File: src/pkg/sysref_regs_pkg.sv
package sysref_regs_pkg;

    // register indices, byte address is four times the index
    localparam logic [9:0] IDX_SRC_CTRL   = 10'h139;
    localparam logic [9:0] IDX_DIV_HIGH   = 10'h13A;
    localparam logic [9:0] IDX_DIV_LOW    = 10'h13B;
    localparam logic [9:0] IDX_DLY_HIGH   = 10'h13C;
    localparam logic [9:0] IDX_DLY_LOW    = 10'h13D;
    localparam logic [9:0] IDX_BURST_LEN  = 10'h13E;
    localparam logic [9:0] IDX_LOOP_FB    = 10'h13F;
    localparam logic [9:0] IDX_POWER      = 10'h140;
    localparam logic [9:0] IDX_STATUS     = 10'h150;
    localparam logic [9:0] IDX_SYNC_CTRL  = 10'h151;

    // reset values
    localparam logic [7:0] RST_SRC_CTRL   = 8'h00;
    localparam logic [7:0] RST_DIV_HIGH   = 8'h0C;
    localparam logic [7:0] RST_DIV_LOW    = 8'h00;
    localparam logic [7:0] RST_DLY_HIGH   = 8'h00;
    localparam logic [7:0] RST_DLY_LOW    = 8'h08;
    localparam logic [7:0] RST_BURST_LEN  = 8'h03;
    localparam logic [7:0] RST_LOOP_FB    = 8'h00;
    localparam logic [7:0] RST_POWER      = 8'h00;
    localparam logic [7:0] RST_SYNC_CTRL  = 8'h00;

    // writable bits
    localparam logic [7:0] MASK_SRC_CTRL  = 8'h1B;
    localparam logic [7:0] MASK_HIGH      = 8'h1F;
    localparam logic [7:0] MASK_BURST_LEN = 8'h03;
    localparam logic [7:0] MASK_LOOP_FB   = 8'hBF;
    localparam logic [7:0] MASK_POWER     = 8'h05;
    localparam logic [7:0] MASK_SYNC_CTRL = 8'h01;

    // field positions
    localparam int SRC_SEL_LSB    = 0;
    localparam int SYNC_BYP_BIT   = 3;
    localparam int REQ_EN_BIT     = 4;
    localparam int HIGH_FIELD_W   = 5;
    localparam int RCLK_SEL_BIT   = 7;
    localparam int NCLK2_SEL_BIT  = 5;
    localparam int NCLK1_SEL_LSB  = 3;
    localparam int FB_CTRL_LSB    = 0;
    localparam int SYSREF_POWER_DOWN_BIT  = 2;
    localparam int PULSER_PD_BIT  = 0;
    localparam int SYNC_INV_BIT   = 0;

    // limits
    localparam int VAL_W               = 13;
    localparam logic [12:0] MIN_VALUE  = 13'h0008;
    localparam logic [12:0] RST_DIVIDE = {RST_DIV_HIGH[4:0], RST_DIV_LOW};
    localparam logic [12:0] RST_DELAY  = {RST_DLY_HIGH[4:0], RST_DLY_LOW};

    typedef enum logic [1:0] {
        SRC_SYNC   = 2'b00,
        SRC_RECLK  = 2'b01,
        SRC_PULSER = 2'b10,
        SRC_CONT   = 2'b11
    } sysref_src_t;

    typedef enum logic [1:0] {
        ST_IDLE  = 2'b00,
        ST_DELAY = 2'b01,
        ST_RUN   = 2'b10
    } gen_state_t;

endpackage

File: src/pin_sync2.sv
`timescale 1ns/1ps
module pin_sync2 (
    // clock and reset
    input  wire logic i_core_clk,
    input  wire logic i_rstn,
    // pin and synchronised level
    input  wire logic i_pin,
    output logic      o_level
);
    logic meta;

    // two flop synchroniser
    always_ff @(posedge i_core_clk or negedge i_rstn) begin
        if (!i_rstn) begin
            meta    <= 1'b0;
            o_level <= 1'b0;
        end else begin
            meta    <= i_pin;
            o_level <= meta;
        end
    end
endmodule

File: src/sysref_divider.sv
`timescale 1ns/1ps
module sysref_divider (
    // clock and reset
    input  wire logic        i_core_clk,
    input  wire logic        i_rstn,
    // control
    input  wire logic        i_run,
    input  wire logic [12:0] i_divide,
    // divided clock
    output logic             o_level,
    output logic             o_period_end
);
    logic [12:0] count;

    // phase counter
    always_ff @(posedge i_core_clk or negedge i_rstn) begin
        if (!i_rstn) begin
            count <= 13'h0000;
        end else if (!i_run || count == i_divide - 13'h0001) begin
            count <= 13'h0000;
        end else begin
            count <= count + 13'h0001;
        end
    end

    // high in first half
    assign o_level      = i_run && (count < (i_divide >> 1));
    assign o_period_end = i_run && (count == i_divide - 13'h0001);
endmodule

File: src/sysref_sync_feedback_regs.sv
`timescale 1ns/1ps
// Notes on behaviour
// (RULE1) source select 0 is plain sync, 1 re-clocked, 2 pulser, 3 continuous.
// (RULE2) with request enable set, the request pin high forces the continuous source.
// (RULE3) software using the request pin keeps the pulser on and selects it.
// (RULE4) sync bypass 0 filters sync, inverted when the sync invert bit is set, 1 uses it directly.
// (RULE5) divide value is low five bits of the high register over the whole low register.
// (RULE6) divide values 0 to 7 are reserved, 8 to 8191 divide by exactly that value.
// (RULE7) delay value splits the same way, below 8 reserved, 8 to 8191 give that count.
// (RULE8) burst code 0, 1, 2, 3 gives 1, 2, 4, 8 pulses.
// (RULE9) writing burst length starts a burst when pulser is selected and powered.
// (RULE10) burst length is ignored while the source is continuous.
// (RULE11) second loop reference select 0 is oscillator, 1 selected reference.
// (RULE12) second loop divider input select 0 is prescaler, 1 feedback mux.
// (RULE13) first loop divider input 0 oscillator, 1 feedback mux, 2 second loop prescaler.
// (RULE14) sysref power down stops sysref circuitry, divider and sync.
// (RULE15) pulser power down stops the pulse generator and its bursts.
// (RULE16) reserved bits are written as zero, ignored and read back as zero.
// (RULE17) a split value takes effect whole on the low write, never as reserved.
module sysref_sync_feedback_regs (
    // clock and reset
    input  wire logic                        i_core_clk,
    input  wire logic                        i_rstn,
    // ahb-lite slave
    input  wire logic                        i_hsel,
    input  wire logic [31:0]                 i_haddr,
    input  wire logic [1:0]                  i_htrans,
    input  wire logic                        i_hwrite,
    input  wire logic [2:0]                  i_hsize,
    input  wire logic [31:0]                 i_hwdata,
    input  wire logic                        i_hready,
    output logic                             o_hreadyout,
    output logic                             o_hresp,
    output logic [31:0]                      o_hrdata,
    // sync and request pin
    input  wire logic                        i_sync_request_pin,
    // sysref generation
    output logic                             o_sysref,
    output logic                             o_sync_out,
    output sysref_regs_pkg::sysref_src_t     o_active_source,
    output logic                             o_burst_busy,
    // loop input selects and values
    output logic                             o_second_loop_reference_select,
    output logic                             o_second_loop_divider_input_select,
    output logic [1:0]                       o_first_loop_divider_input_select,
    output logic [2:0]                       o_feedback_mux_ctrl,
    output logic [12:0]                      o_sysref_divide_value,
    output logic [12:0]                      o_sysref_delay_value
);
    import sysref_regs_pkg::*;

    ////////////////////////////////////////////////////////////////////////
    // declarations

    logic        wr_pend;
    logic [9:0]  wr_idx;
    logic        rd_wait;
    logic [9:0]  rd_idx;
    logic [7:0]  wdat;
    logic [7:0]  src_ctrl;
    logic [7:0]  div_high;
    logic [7:0]  div_low;
    logic [7:0]  dly_high;
    logic [7:0]  dly_low;
    logic [7:0]  burst_len;
    logic [7:0]  loop_fb;
    logic [7:0]  power;
    logic [7:0]  sync_ctrl;
    logic [7:0]  status;
    logic [7:0]  rd_byte;
    logic [12:0] div_cand;
    logic [12:0] dly_cand;
    logic        sync_level;
    logic        filt_prev;
    logic        filt_level;
    logic        sync_path;
    logic        sync_reclk;
    logic        sysref_up;
    logic        pulser_up;
    logic        continuous;
    logic        burst_go;
    logic        burst_mode;
    logic [3:0]  remaining;
    logic [12:0] dly_count;
    logic        div_level;
    logic        div_end;
    gen_state_t  state;
    sysref_src_t eff_src;

    ////////////////////////////////////////////////////////////////////////
    // ahb-lite slave

    // write address phase
    always_ff @(posedge i_core_clk or negedge i_rstn) begin
        if (!i_rstn) begin
            wr_pend <= 1'b0;
            wr_idx  <= 10'h000;
        end else begin
            wr_pend <= i_hready && i_hsel && i_htrans[1] && i_hwrite;
            if (i_hready && i_hsel && i_htrans[1]) begin
                wr_idx <= i_haddr[11:2];
            end
        end
    end

    // reads take one wait state
    always_ff @(posedge i_core_clk or negedge i_rstn) begin
        if (!i_rstn) begin
            rd_wait  <= 1'b0;
            rd_idx   <= 10'h000;
            o_hrdata <= 32'h0000_0000;
        end else begin
            rd_wait <= i_hready && i_hsel && i_htrans[1] && !i_hwrite;
            if (i_hready && i_hsel && i_htrans[1] && !i_hwrite) begin
                rd_idx <= i_haddr[11:2];
            end
            if (rd_wait) begin
                o_hrdata <= {24'h00_0000, rd_byte};
            end
        end
    end

    assign o_hreadyout = !rd_wait;
    assign o_hresp     = 1'b0;
    assign wdat        = i_hwdata[7:0];

    // read decode, unmapped reads zero
    always_comb begin
        case (rd_idx)
            IDX_SRC_CTRL:  rd_byte = src_ctrl;
            IDX_DIV_HIGH:  rd_byte = div_high;
            IDX_DIV_LOW:   rd_byte = div_low;
            IDX_DLY_HIGH:  rd_byte = dly_high;
            IDX_DLY_LOW:   rd_byte = dly_low;
            IDX_BURST_LEN: rd_byte = burst_len;
            IDX_LOOP_FB:   rd_byte = loop_fb;
            IDX_POWER:     rd_byte = power;
            IDX_STATUS:    rd_byte = status;
            IDX_SYNC_CTRL: rd_byte = sync_ctrl;
            default:       rd_byte = 8'h00;
        endcase
    end

    ////////////////////////////////////////////////////////////////////////
    // register file

    // control registers, reserved bits masked
    always_ff @(posedge i_core_clk or negedge i_rstn) begin
        if (!i_rstn) begin
            src_ctrl  <= RST_SRC_CTRL;
            div_high  <= RST_DIV_HIGH;
            div_low   <= RST_DIV_LOW;
            dly_high  <= RST_DLY_HIGH;
            dly_low   <= RST_DLY_LOW;
            burst_len <= RST_BURST_LEN;
            loop_fb   <= RST_LOOP_FB;
            power     <= RST_POWER;
            sync_ctrl <= RST_SYNC_CTRL;
        end else if (wr_pend) begin
            case (wr_idx)
                IDX_SRC_CTRL:  src_ctrl  <= wdat & MASK_SRC_CTRL;   // RULE16
                IDX_DIV_HIGH:  div_high  <= wdat & MASK_HIGH;       // RULE16
                IDX_DIV_LOW:   div_low   <= wdat;
                IDX_DLY_HIGH:  dly_high  <= wdat & MASK_HIGH;       // RULE16
                IDX_DLY_LOW:   dly_low   <= wdat;
                IDX_BURST_LEN: burst_len <= wdat & MASK_BURST_LEN;  // RULE16
                IDX_LOOP_FB:   loop_fb   <= wdat & MASK_LOOP_FB;    // RULE16
                IDX_POWER:     power     <= wdat & MASK_POWER;      // RULE16
                IDX_SYNC_CTRL: sync_ctrl <= wdat & MASK_SYNC_CTRL;  // RULE16
                default: begin
                end
            endcase
        end
    end

    // whole values on a low write
    assign div_cand = {div_high[HIGH_FIELD_W-1:0], wdat};  // RULE5
    assign dly_cand = {dly_high[HIGH_FIELD_W-1:0], wdat};  // RULE7

    // commit legal whole values
    always_ff @(posedge i_core_clk or negedge i_rstn) begin
        if (!i_rstn) begin
            o_sysref_divide_value <= RST_DIVIDE;
            o_sysref_delay_value  <= RST_DELAY;
        end else if (wr_pend) begin
            if (wr_idx == IDX_DIV_LOW && div_cand >= MIN_VALUE) begin  // RULE17
                o_sysref_divide_value <= div_cand;  // RULE6
            end
            if (wr_idx == IDX_DLY_LOW && dly_cand >= MIN_VALUE) begin  // RULE17
                o_sysref_delay_value <= dly_cand;  // RULE7
            end
        end
    end

    // loop selects
    assign o_second_loop_reference_select     = loop_fb[RCLK_SEL_BIT];  // RULE11
    assign o_second_loop_divider_input_select = loop_fb[NCLK2_SEL_BIT];  // RULE12
    assign o_first_loop_divider_input_select  = loop_fb[NCLK1_SEL_LSB +: 2];  // RULE13
    assign o_feedback_mux_ctrl                = loop_fb[FB_CTRL_LSB +: 3];

    ////////////////////////////////////////////////////////////////////////
    // sync conditioning

    pin_sync2 u_pin_sync (
        .i_core_clk (i_core_clk),
        .i_rstn     (i_rstn),
        .i_pin      (i_sync_request_pin),
        .o_level    (sync_level)
    );

    // invert, filter, re-clock
    always_ff @(posedge i_core_clk or negedge i_rstn) begin
        if (!i_rstn) begin
            filt_prev  <= 1'b0;
            filt_level <= 1'b0;
            sync_reclk <= 1'b0;
        end else begin
            filt_prev <= sync_level ^ sync_ctrl[SYNC_INV_BIT];
            if ((sync_level ^ sync_ctrl[SYNC_INV_BIT]) == filt_prev) begin
                filt_level <= filt_prev;
            end
            sync_reclk <= sync_path;
        end
    end

    // bypass
    assign sync_path = src_ctrl[SYNC_BYP_BIT] ? sync_level : filt_level;  // RULE4

    ////////////////////////////////////////////////////////////////////////
    // source selection and power

    assign sysref_up = !power[SYSREF_POWER_DOWN_BIT];                 // RULE14
    assign pulser_up = sysref_up && !power[PULSER_PD_BIT];    // RULE15

    // request pin override
    always_comb begin
        if (src_ctrl[REQ_EN_BIT] && sync_level) begin
            eff_src = SRC_CONT;  // RULE2
        end else begin
            eff_src = sysref_src_t'(src_ctrl[SRC_SEL_LSB +: 2]);  // RULE1
        end
    end

    assign continuous = sysref_up && eff_src == SRC_CONT;
    assign burst_go   = wr_pend && wr_idx == IDX_BURST_LEN && pulser_up
                        && eff_src == SRC_PULSER;  // RULE9

    ////////////////////////////////////////////////////////////////////////
    // pulse generator

    // idle, delay, run
    always_ff @(posedge i_core_clk or negedge i_rstn) begin
        if (!i_rstn) begin
            state      <= ST_IDLE;
            burst_mode <= 1'b0;
            remaining  <= 4'h0;
            dly_count  <= 13'h0000;
        end else begin
            case (state)
                ST_IDLE: begin
                    dly_count <= 13'h0000;
                    if (continuous) begin
                        state      <= ST_DELAY;
                        burst_mode <= 1'b0;
                    end else if (burst_go) begin
                        state      <= ST_DELAY;
                        burst_mode <= 1'b1;
                        remaining  <= 4'h1 << wdat[1:0];  // RULE8
                    end
                end
                ST_DELAY: begin
                    dly_count <= dly_count + 13'h0001;
                    if (!sysref_up || (burst_mode ? !pulser_up : !continuous)) begin
                        state      <= ST_IDLE;  // RULE14 RULE15
                        burst_mode <= 1'b0;
                    end else if (dly_count == o_sysref_delay_value - 13'h0001) begin
                        state <= ST_RUN;  // RULE7
                    end
                end
                ST_RUN: begin
                    if (continuous) begin
                        state <= ST_RUN;  // RULE10
                    end else if (!burst_mode || !pulser_up) begin
                        state      <= ST_IDLE;  // RULE15
                        burst_mode <= 1'b0;
                    end else if (div_end) begin
                        remaining <= remaining - 4'h1;
                        if (remaining == 4'h1) begin
                            state      <= ST_IDLE;
                            burst_mode <= 1'b0;
                        end
                    end
                end
                default: begin
                    state      <= ST_IDLE;
                    burst_mode <= 1'b0;
                end
            endcase
        end
    end

    sysref_divider u_divider (
        .i_core_clk   (i_core_clk),
        .i_rstn       (i_rstn),
        .i_run        (state == ST_RUN),
        .i_divide     (o_sysref_divide_value),  // RULE6
        .o_level      (div_level),
        .o_period_end (div_end)
    );

    ////////////////////////////////////////////////////////////////////////
    // outputs

    // registered outputs
    always_ff @(posedge i_core_clk or negedge i_rstn) begin
        if (!i_rstn) begin
            o_sysref   <= 1'b0;
            o_sync_out <= 1'b0;
        end else begin
            o_sync_out <= sysref_up && sync_path;  // RULE14
            case (eff_src)
                SRC_SYNC:  o_sysref <= sysref_up && sync_path;    // RULE1
                SRC_RECLK: o_sysref <= sysref_up && sync_reclk;   // RULE1
                SRC_PULSER: o_sysref <= pulser_up && div_level;   // RULE1
                SRC_CONT:  o_sysref <= sysref_up && div_level;    // RULE1
                default:   o_sysref <= 1'b0;
            endcase
        end
    end

    assign o_active_source = eff_src;
    assign o_burst_busy    = burst_mode;
    assign status          = {remaining, state == ST_RUN, burst_mode, eff_src};

endmodule

File: config.mk
export PLATFORM = sky130hd
export DESIGN_NAME = sysref_sync_feedback_regs
export DESIGN_NICKNAME = d
export VERILOG_FILES = /design/src/pkg/sysref_regs_pkg.sv /design/src/pin_sync2.sv /design/src/sysref_divider.sv /design/src/sysref_sync_feedback_regs.sv
export SDC_FILE = /design/constraint.sdc
export NUM_CORES = 1
export LEC_CHECK = 0
export BUFFER_PORTS_ARGS = -buffer_cell sky130_fd_sc_hd__buf_2
export CORE_MARGIN = 4
export CORE_UTILIZATION = 56
export DETAILED_ROUTE_END_ITERATION = 10
export GPL_TIMING_DRIVEN = 1
export PLACE_DENSITY = 0.92
export SYNTH_ARGS = -nofsm -noshare
export SYNTH_HDL_FRONTEND = slang
export SYNTH_HIERARCHICAL = 1
export SYNTH_SLANG_ARGS = --single-unit
File: constraint.sdc
create_clock -name i_core_clk -period 3.96 [get_ports i_core_clk]
set_input_delay 0.198 -clock i_core_clk [delete_from_list [all_inputs] [get_ports i_core_clk]]
set_output_delay 0.198 -clock i_core_clk [all_outputs]
set_load 0.05 [all_outputs]
# Word-level counts from Yosys, hierarchy flattened
# Cells that the tools add are included.
# classes
mux	30
n_eq_ne	40
n_lt_le_gt_ge	3
bitwise_logic	1
n_addsub	5
reduce_logical	47
shift	1
# ops
op	count
10-bit by 9-bit == test with 1-bit output, second input constant	19
8-bit case mux with 10 select lines	1
13-bit by 1-bit adder with 13-bit output, second input constant	2
13-bit == test	2
13-bit by 4-bit >= comparator with 1-bit output, second input constant	2
13-bit case mux with 2 select lines	1
13-bit by 1-bit subtractor with 13-bit output, second input constant	2
2-bit AND reduction	11
4-bit 2-to-1 mux	5
1-bit logical AND	18
2-bit 2-to-1 mux	9
13-bit by 12-bit less-than comparator with 1-bit output	1
13-bit 2-to-1 mux	1
2-bit != test, second input constant	6
3-bit != test, second input constant	4
1-bit 2-to-1 mux	9
1-bit zero test	8
4-bit != test, second input constant	2
4-bit case mux with 2 select lines	1
2-bit == test, second input constant	3
2-bit case mux with 3 select lines	1
6-bit AND reduction	1
5-bit AND reduction	1
2-bit by 1-bit == test with 1-bit output, second input constant	2
11 further kinds	15
# totals
ff_bits	138
output_inout_bits	72
wordCells	155
inputBits	75

# Depth between registers and ports, before layout
# logic_depth
ltp_word	9
ltp_mapped	14
mapped_depth_nobuf	14

# Hierarchy
# Netlist, hierarchy kept.
# by_module_without_submodules
module	area_per_inst_um2	instances	cells_each	seq_area_each_um2
sysref_sync_feedback_regs	6217.2	1	579	3088.0
sysref_divider	1323.8	1	153	325.3
pin_sync2	50.0	1	2	50.0

# Least setup slack after synthesis
# Ideal clock, no wire load.
# synth_path
kind	reg-to-reg
start	register o_sysref_divide_value[3]
end	register remaining[3]
path_buffers	1
period_less_slack_ns	3.130
required_ns	3.883
path_slack_ns	0.830
stages_incl_launch_ff	14
setup_time_ns	0.077
arrival_ns	3.053
cell_sequence	dfrtp_1 -> buf_6 -> nor4_2 -> a21oi_1 -> or4_1 -> a21oi_1 -> nand4b_1 -> nor2_1 -> and2_1 -> o2111ai_1 -> o41a_1 -> nor2_1 -> o21ai_0 -> a21oi_1
# synth_via
elab_chain_len	5
# synth_lines
element	line_no	rtl
from (decl)	sysref_sync_feedback_regs.sv:47	output logic [12:0] o_sysref_divide_value,
from (signal assigned)	sysref_sync_feedback_regs.sv:187	o_sysref_divide_value <= div_cand;
13-bit by 1-bit subtractor with 13-bit output	sysref_divider.sv:28	assign o_period_end = i_run && (count == i_divide - 13'h0001);
13-bit == test	sysref_divider.sv:28	
1-bit logical AND	sysref_divider.sv:28	
via div_end	sysref_sync_feedback_regs.sv:86	logic div_end;
2-bit != test (no source line)	--	
6-bit AND reduction (no source line)	--	
to (signal assigned)	sysref_sync_feedback_regs.sv:268	remaining <= 4'h1 << wdat[1:0];
to (signal assigned)	sysref_sync_feedback_regs.sv:287	remaining <= remaining - 4'h1;
to (decl)	sysref_sync_feedback_regs.sv:83	logic [3:0] remaining;
# The timed path passes the listed nets, and every way through them passes these cells.
# A chain may end at the register's enable or synchronous reset.

# Worst setup path after layout
# layout_path
start	register o_sysref_divide_value[0]
end	register remaining[2]
# The elaborated chain is that of the path after synthesis.

==> results.yml <==
hold_path:
  min_path_type: "input pin to register"
  hold_depth: 2
layout:
  multiInputGateArea_mm2: 0.00379
  nFillCells: 1021
  area_growth_pct: 13.5
  antenna-diode-count: 0
  seq_area_mm2: 0.00346
  drive_gt1_share_pct: 24.1
  utilization_pct: 65.1
  nNetsFinal: 895
worst_setup_path:
  crit_fanout: 8
  cp-end-kind: "register"
  required_ps: 4300
  reg2reg_depth: 12
  critPathLaunchType: "register"
  arrival_ps: 3970
  path_class: "register to register"
global_routing:
  antenna_found_initial: 0
  grt_pass1_wl_um: 31300
  grt_pass1_vias: 6045
  grt_max_degree: 71
  overflow: 0
  grt.total_usage_pct: 24.9
cts:
  clockBufferDepth: 2
  cts_sinks: 138
  cts-root-buf: "clkbuf_16"
  cts_made_buffers: 17
  cts_max_level: 4
  clkSlewWorstSetupHoldPaths_ps: 60
  cts_setup_buffers: 0
  cts_tree: "done"
  worstSkewPairLatency_ps: 420
route:
  drt-initial-drc-count: 764
  drtAntennaViolNets: 0
  finalWirelength_um: 19100
  post_drt_wl_per_cell_um: 19.3
  routedLengthMet1_um: 7400
  routed.top_layer: "met4"
  viasPerCell: 6.21
  met2_wirelength_um: 9710
  wl_met3_um: 1480
  vias: 6158
  drtPass1Iterations: 5
  drc: 0
synth:
  synth_seq_cells: 138
  netlist_instances: 734
  synth_warnings: 6
  netlist_area_mm2: 0.00759
  seq_area_frac_synth_pct: 45.6
  synth.top_cell.area_share_pct: 42.9
  avgSynthCellArea_um2: 10.3
  yosys-top-cells-area: "dfrtp_1 (43%), mux2_2 (10%), nand2_1 (3.5%)"
  ys.flop_type: "dfrtp_1"
  synth_edf_count: 0
  ys_types: 74
  async_reset_ff_share_pct: 100
  synth_largest_area_cell: "dfrtp_1"
place:
  io_buffers: 71
  place_congestion: 0.907
  hpwl_um: 13000
timing:
  fin_tns_setup_ps: 0
  layout_min_cycle_time_ps: 3630
  skew_ps: 7.23
  grt_setup_unrepaired: "false"
  tightest_slew_ps: 901
  hold_viol: 0
  finalCritPeriodShare_pct: 91.6
  max_freq_mhz: 276
  relSlewSlack_pct: 39.7
  setup_viol: 0
  drv_slew: 0
floorplanning:
  coreArea_mm2: 0.0132
  die_area_mm2: 0.0155
  initial_core_util_pct: 57.3
  die_w_um: 124
  io_pins: 147
  fp-row-count: 42
  die_h_um: 124
power:
  p_leak_nw: 3.85
  vdd_ir_drop_max_mv: 0.306
  power_density_mw_per_mm2: 420
flow_run:
  max_cap_violations: 0
outcome:
  status: "finished clean"
==> worst max-delay path, stage by stage (launching register included) <==
cell and delay (ps):
dfrtp_1 440, nor3_1 540, a21oi_1 170, or4_1 560, a21oi_1 180, nand4b_1 220, nor2_1 210, and2_1 160
o2111ai_1 140, o41a_1 160, nor2_1 410, a21oi_1 180, a21oi_1 170
==> sequential cells by signal (all words and copies together) (netlist names), 5 cells and up <==
name	flops
u_divider/count	13
div_high	5
rd_idx	10
dly_count	13
wr_idx	10
div_low	8
dly_low	8
o_hrdata	8
o_sysref_divide_value	13
loop_fb	7
o_sysref_delay_value	13
dly_high	5
==> power breakdown <==
| group | leakage [nW] | internal, W | total, W | switching [W] |
|---|---|---|---|---|
| logic | 1.86 | 0.000142 | 0.000381 | 0.000239 |
| registers | 1.69 | 0.00148 | 0.00159 | 0.000107 |
| clock network | 0.303 | 0.00104 | 0.00164 | 0.000605 |
| total | 3.85 | 0.00266 | 0.00361 | 0.000951 |
==> cells by family after synthesis <==
family / synth area share, %
muxes: 12.3
other: 0.0494
buffers and inverters: 5.64
adders and majority gates: 2.93
AOI/OAI and AO/OA: 9.87
DFF: 45.6
xor gates and xnor gates: 5.65
and+or+nand+nor: 18.0
==> cell usage after synthesis (4+ instances only) <==
cell type  number
buf_4          28
nand4b_1        7
and3_1         11
a21oi_1        24
inv_1          25
a22o_1          5
a21o_1          8
nor3b_1         4
mux2i_1        12
nand2b_1       10
nor3_1         31
nand3b_1        5
dfstp_2         8
nand2_1        70
mux2_2         69
nor4_1          5
o2bb2ai_1       7
ha_1           17
nor2_1         43
o21ai_0        23
dfrtp_1       130
o211ai_1        8
nor2b_1         7
a211oi_1        6
xnor2_1        24
xor2_1         25
or3_1           5
a31oi_1         6
nand3_1        28
clkbuf_1       16
==> metrics by stage <==
stage	power, W	setup WS (ps)	instance area, µm²	hold slack, ps	cells
after global routing	0.00373	42.3	8610	10.5	992
after floorplan	0.00188	830	7680	-97.6	758
after detailed placement	0.00198	621	7970	255	957
after CTS	0.00362	451	8610	3.52	992
after global placement	0.00197	715	7970	245	957
final	0.00361	334	8610	19.8	992
==> per-layer routing <==
| layer | vias up | track usage (%) |
|---|---|---|
| met5 | - | 0 |
| li1 | 2713 | - |
| met1 | 3055 | 31.2 |
| met3 | 60 | 6.56 |
| met4 | 0 | 8.96 |
| met2 | 330 | 41.8 |
==> layout make-up <==
class / count / area share, %
clock inverter: 11 / 1.67
clock buffer: 21 / 5.46
sequential: 138 / 40.2
multi-input combinational: 541 / 44.0
timing repair buffer: 79 / 4.98
inverter: 26 / 1.13
tap: 176 / 2.56
==> what timing repair did <==
action                    CTS  global route
hold buffers                3             0
resized for setup           0             0
hold endpoints to repair   67             0
==> worst paths after layout <==
kind	slack [ps]	end	start
max	330	remaining[2]$_DFFE_PN0P_	o_sysref_divide_value[0]$_DFFE_PN0P_
min	20	rd_idx[8]$_DFFE_PN0P_	i_haddr[10]
max reg2reg	330	remaining[2]$_DFFE_PN0P_	o_sysref_divide_value[0]$_DFFE_PN0P_
min reg2reg	350	u_pin_sync/o_level$_DFF_PN0_	u_pin_sync/meta$_DFF_PN0_
max in group asynchronous	2670	burst_len[1]$_DFFE_PN1N_	i_rstn
min in group asynchronous	350	o_sysref_delay_value[0]$_DFFE_PN0P_	i_rstn
==> layout by cell type, fill, tap and decap left out, drive strengths merged, types with 10 or more instances in the layout <==
cell type  netlist  routed
nand3           28      28
nor3            34      34
mux2i           12      12
dfrtp          130     130
buf             37      76
nor2            43      43
inv             25      26
xor2            25      25
conb             1      25
a21oi           24      24
clkbuf          16      21
mux2            70      70
ha              17      17
nand2           70      70
xnor2           24      24
nand2b          10      10
and3            11      11
o21ai           24      24
No activity file was read; power rests on OpenSTA's default activity.
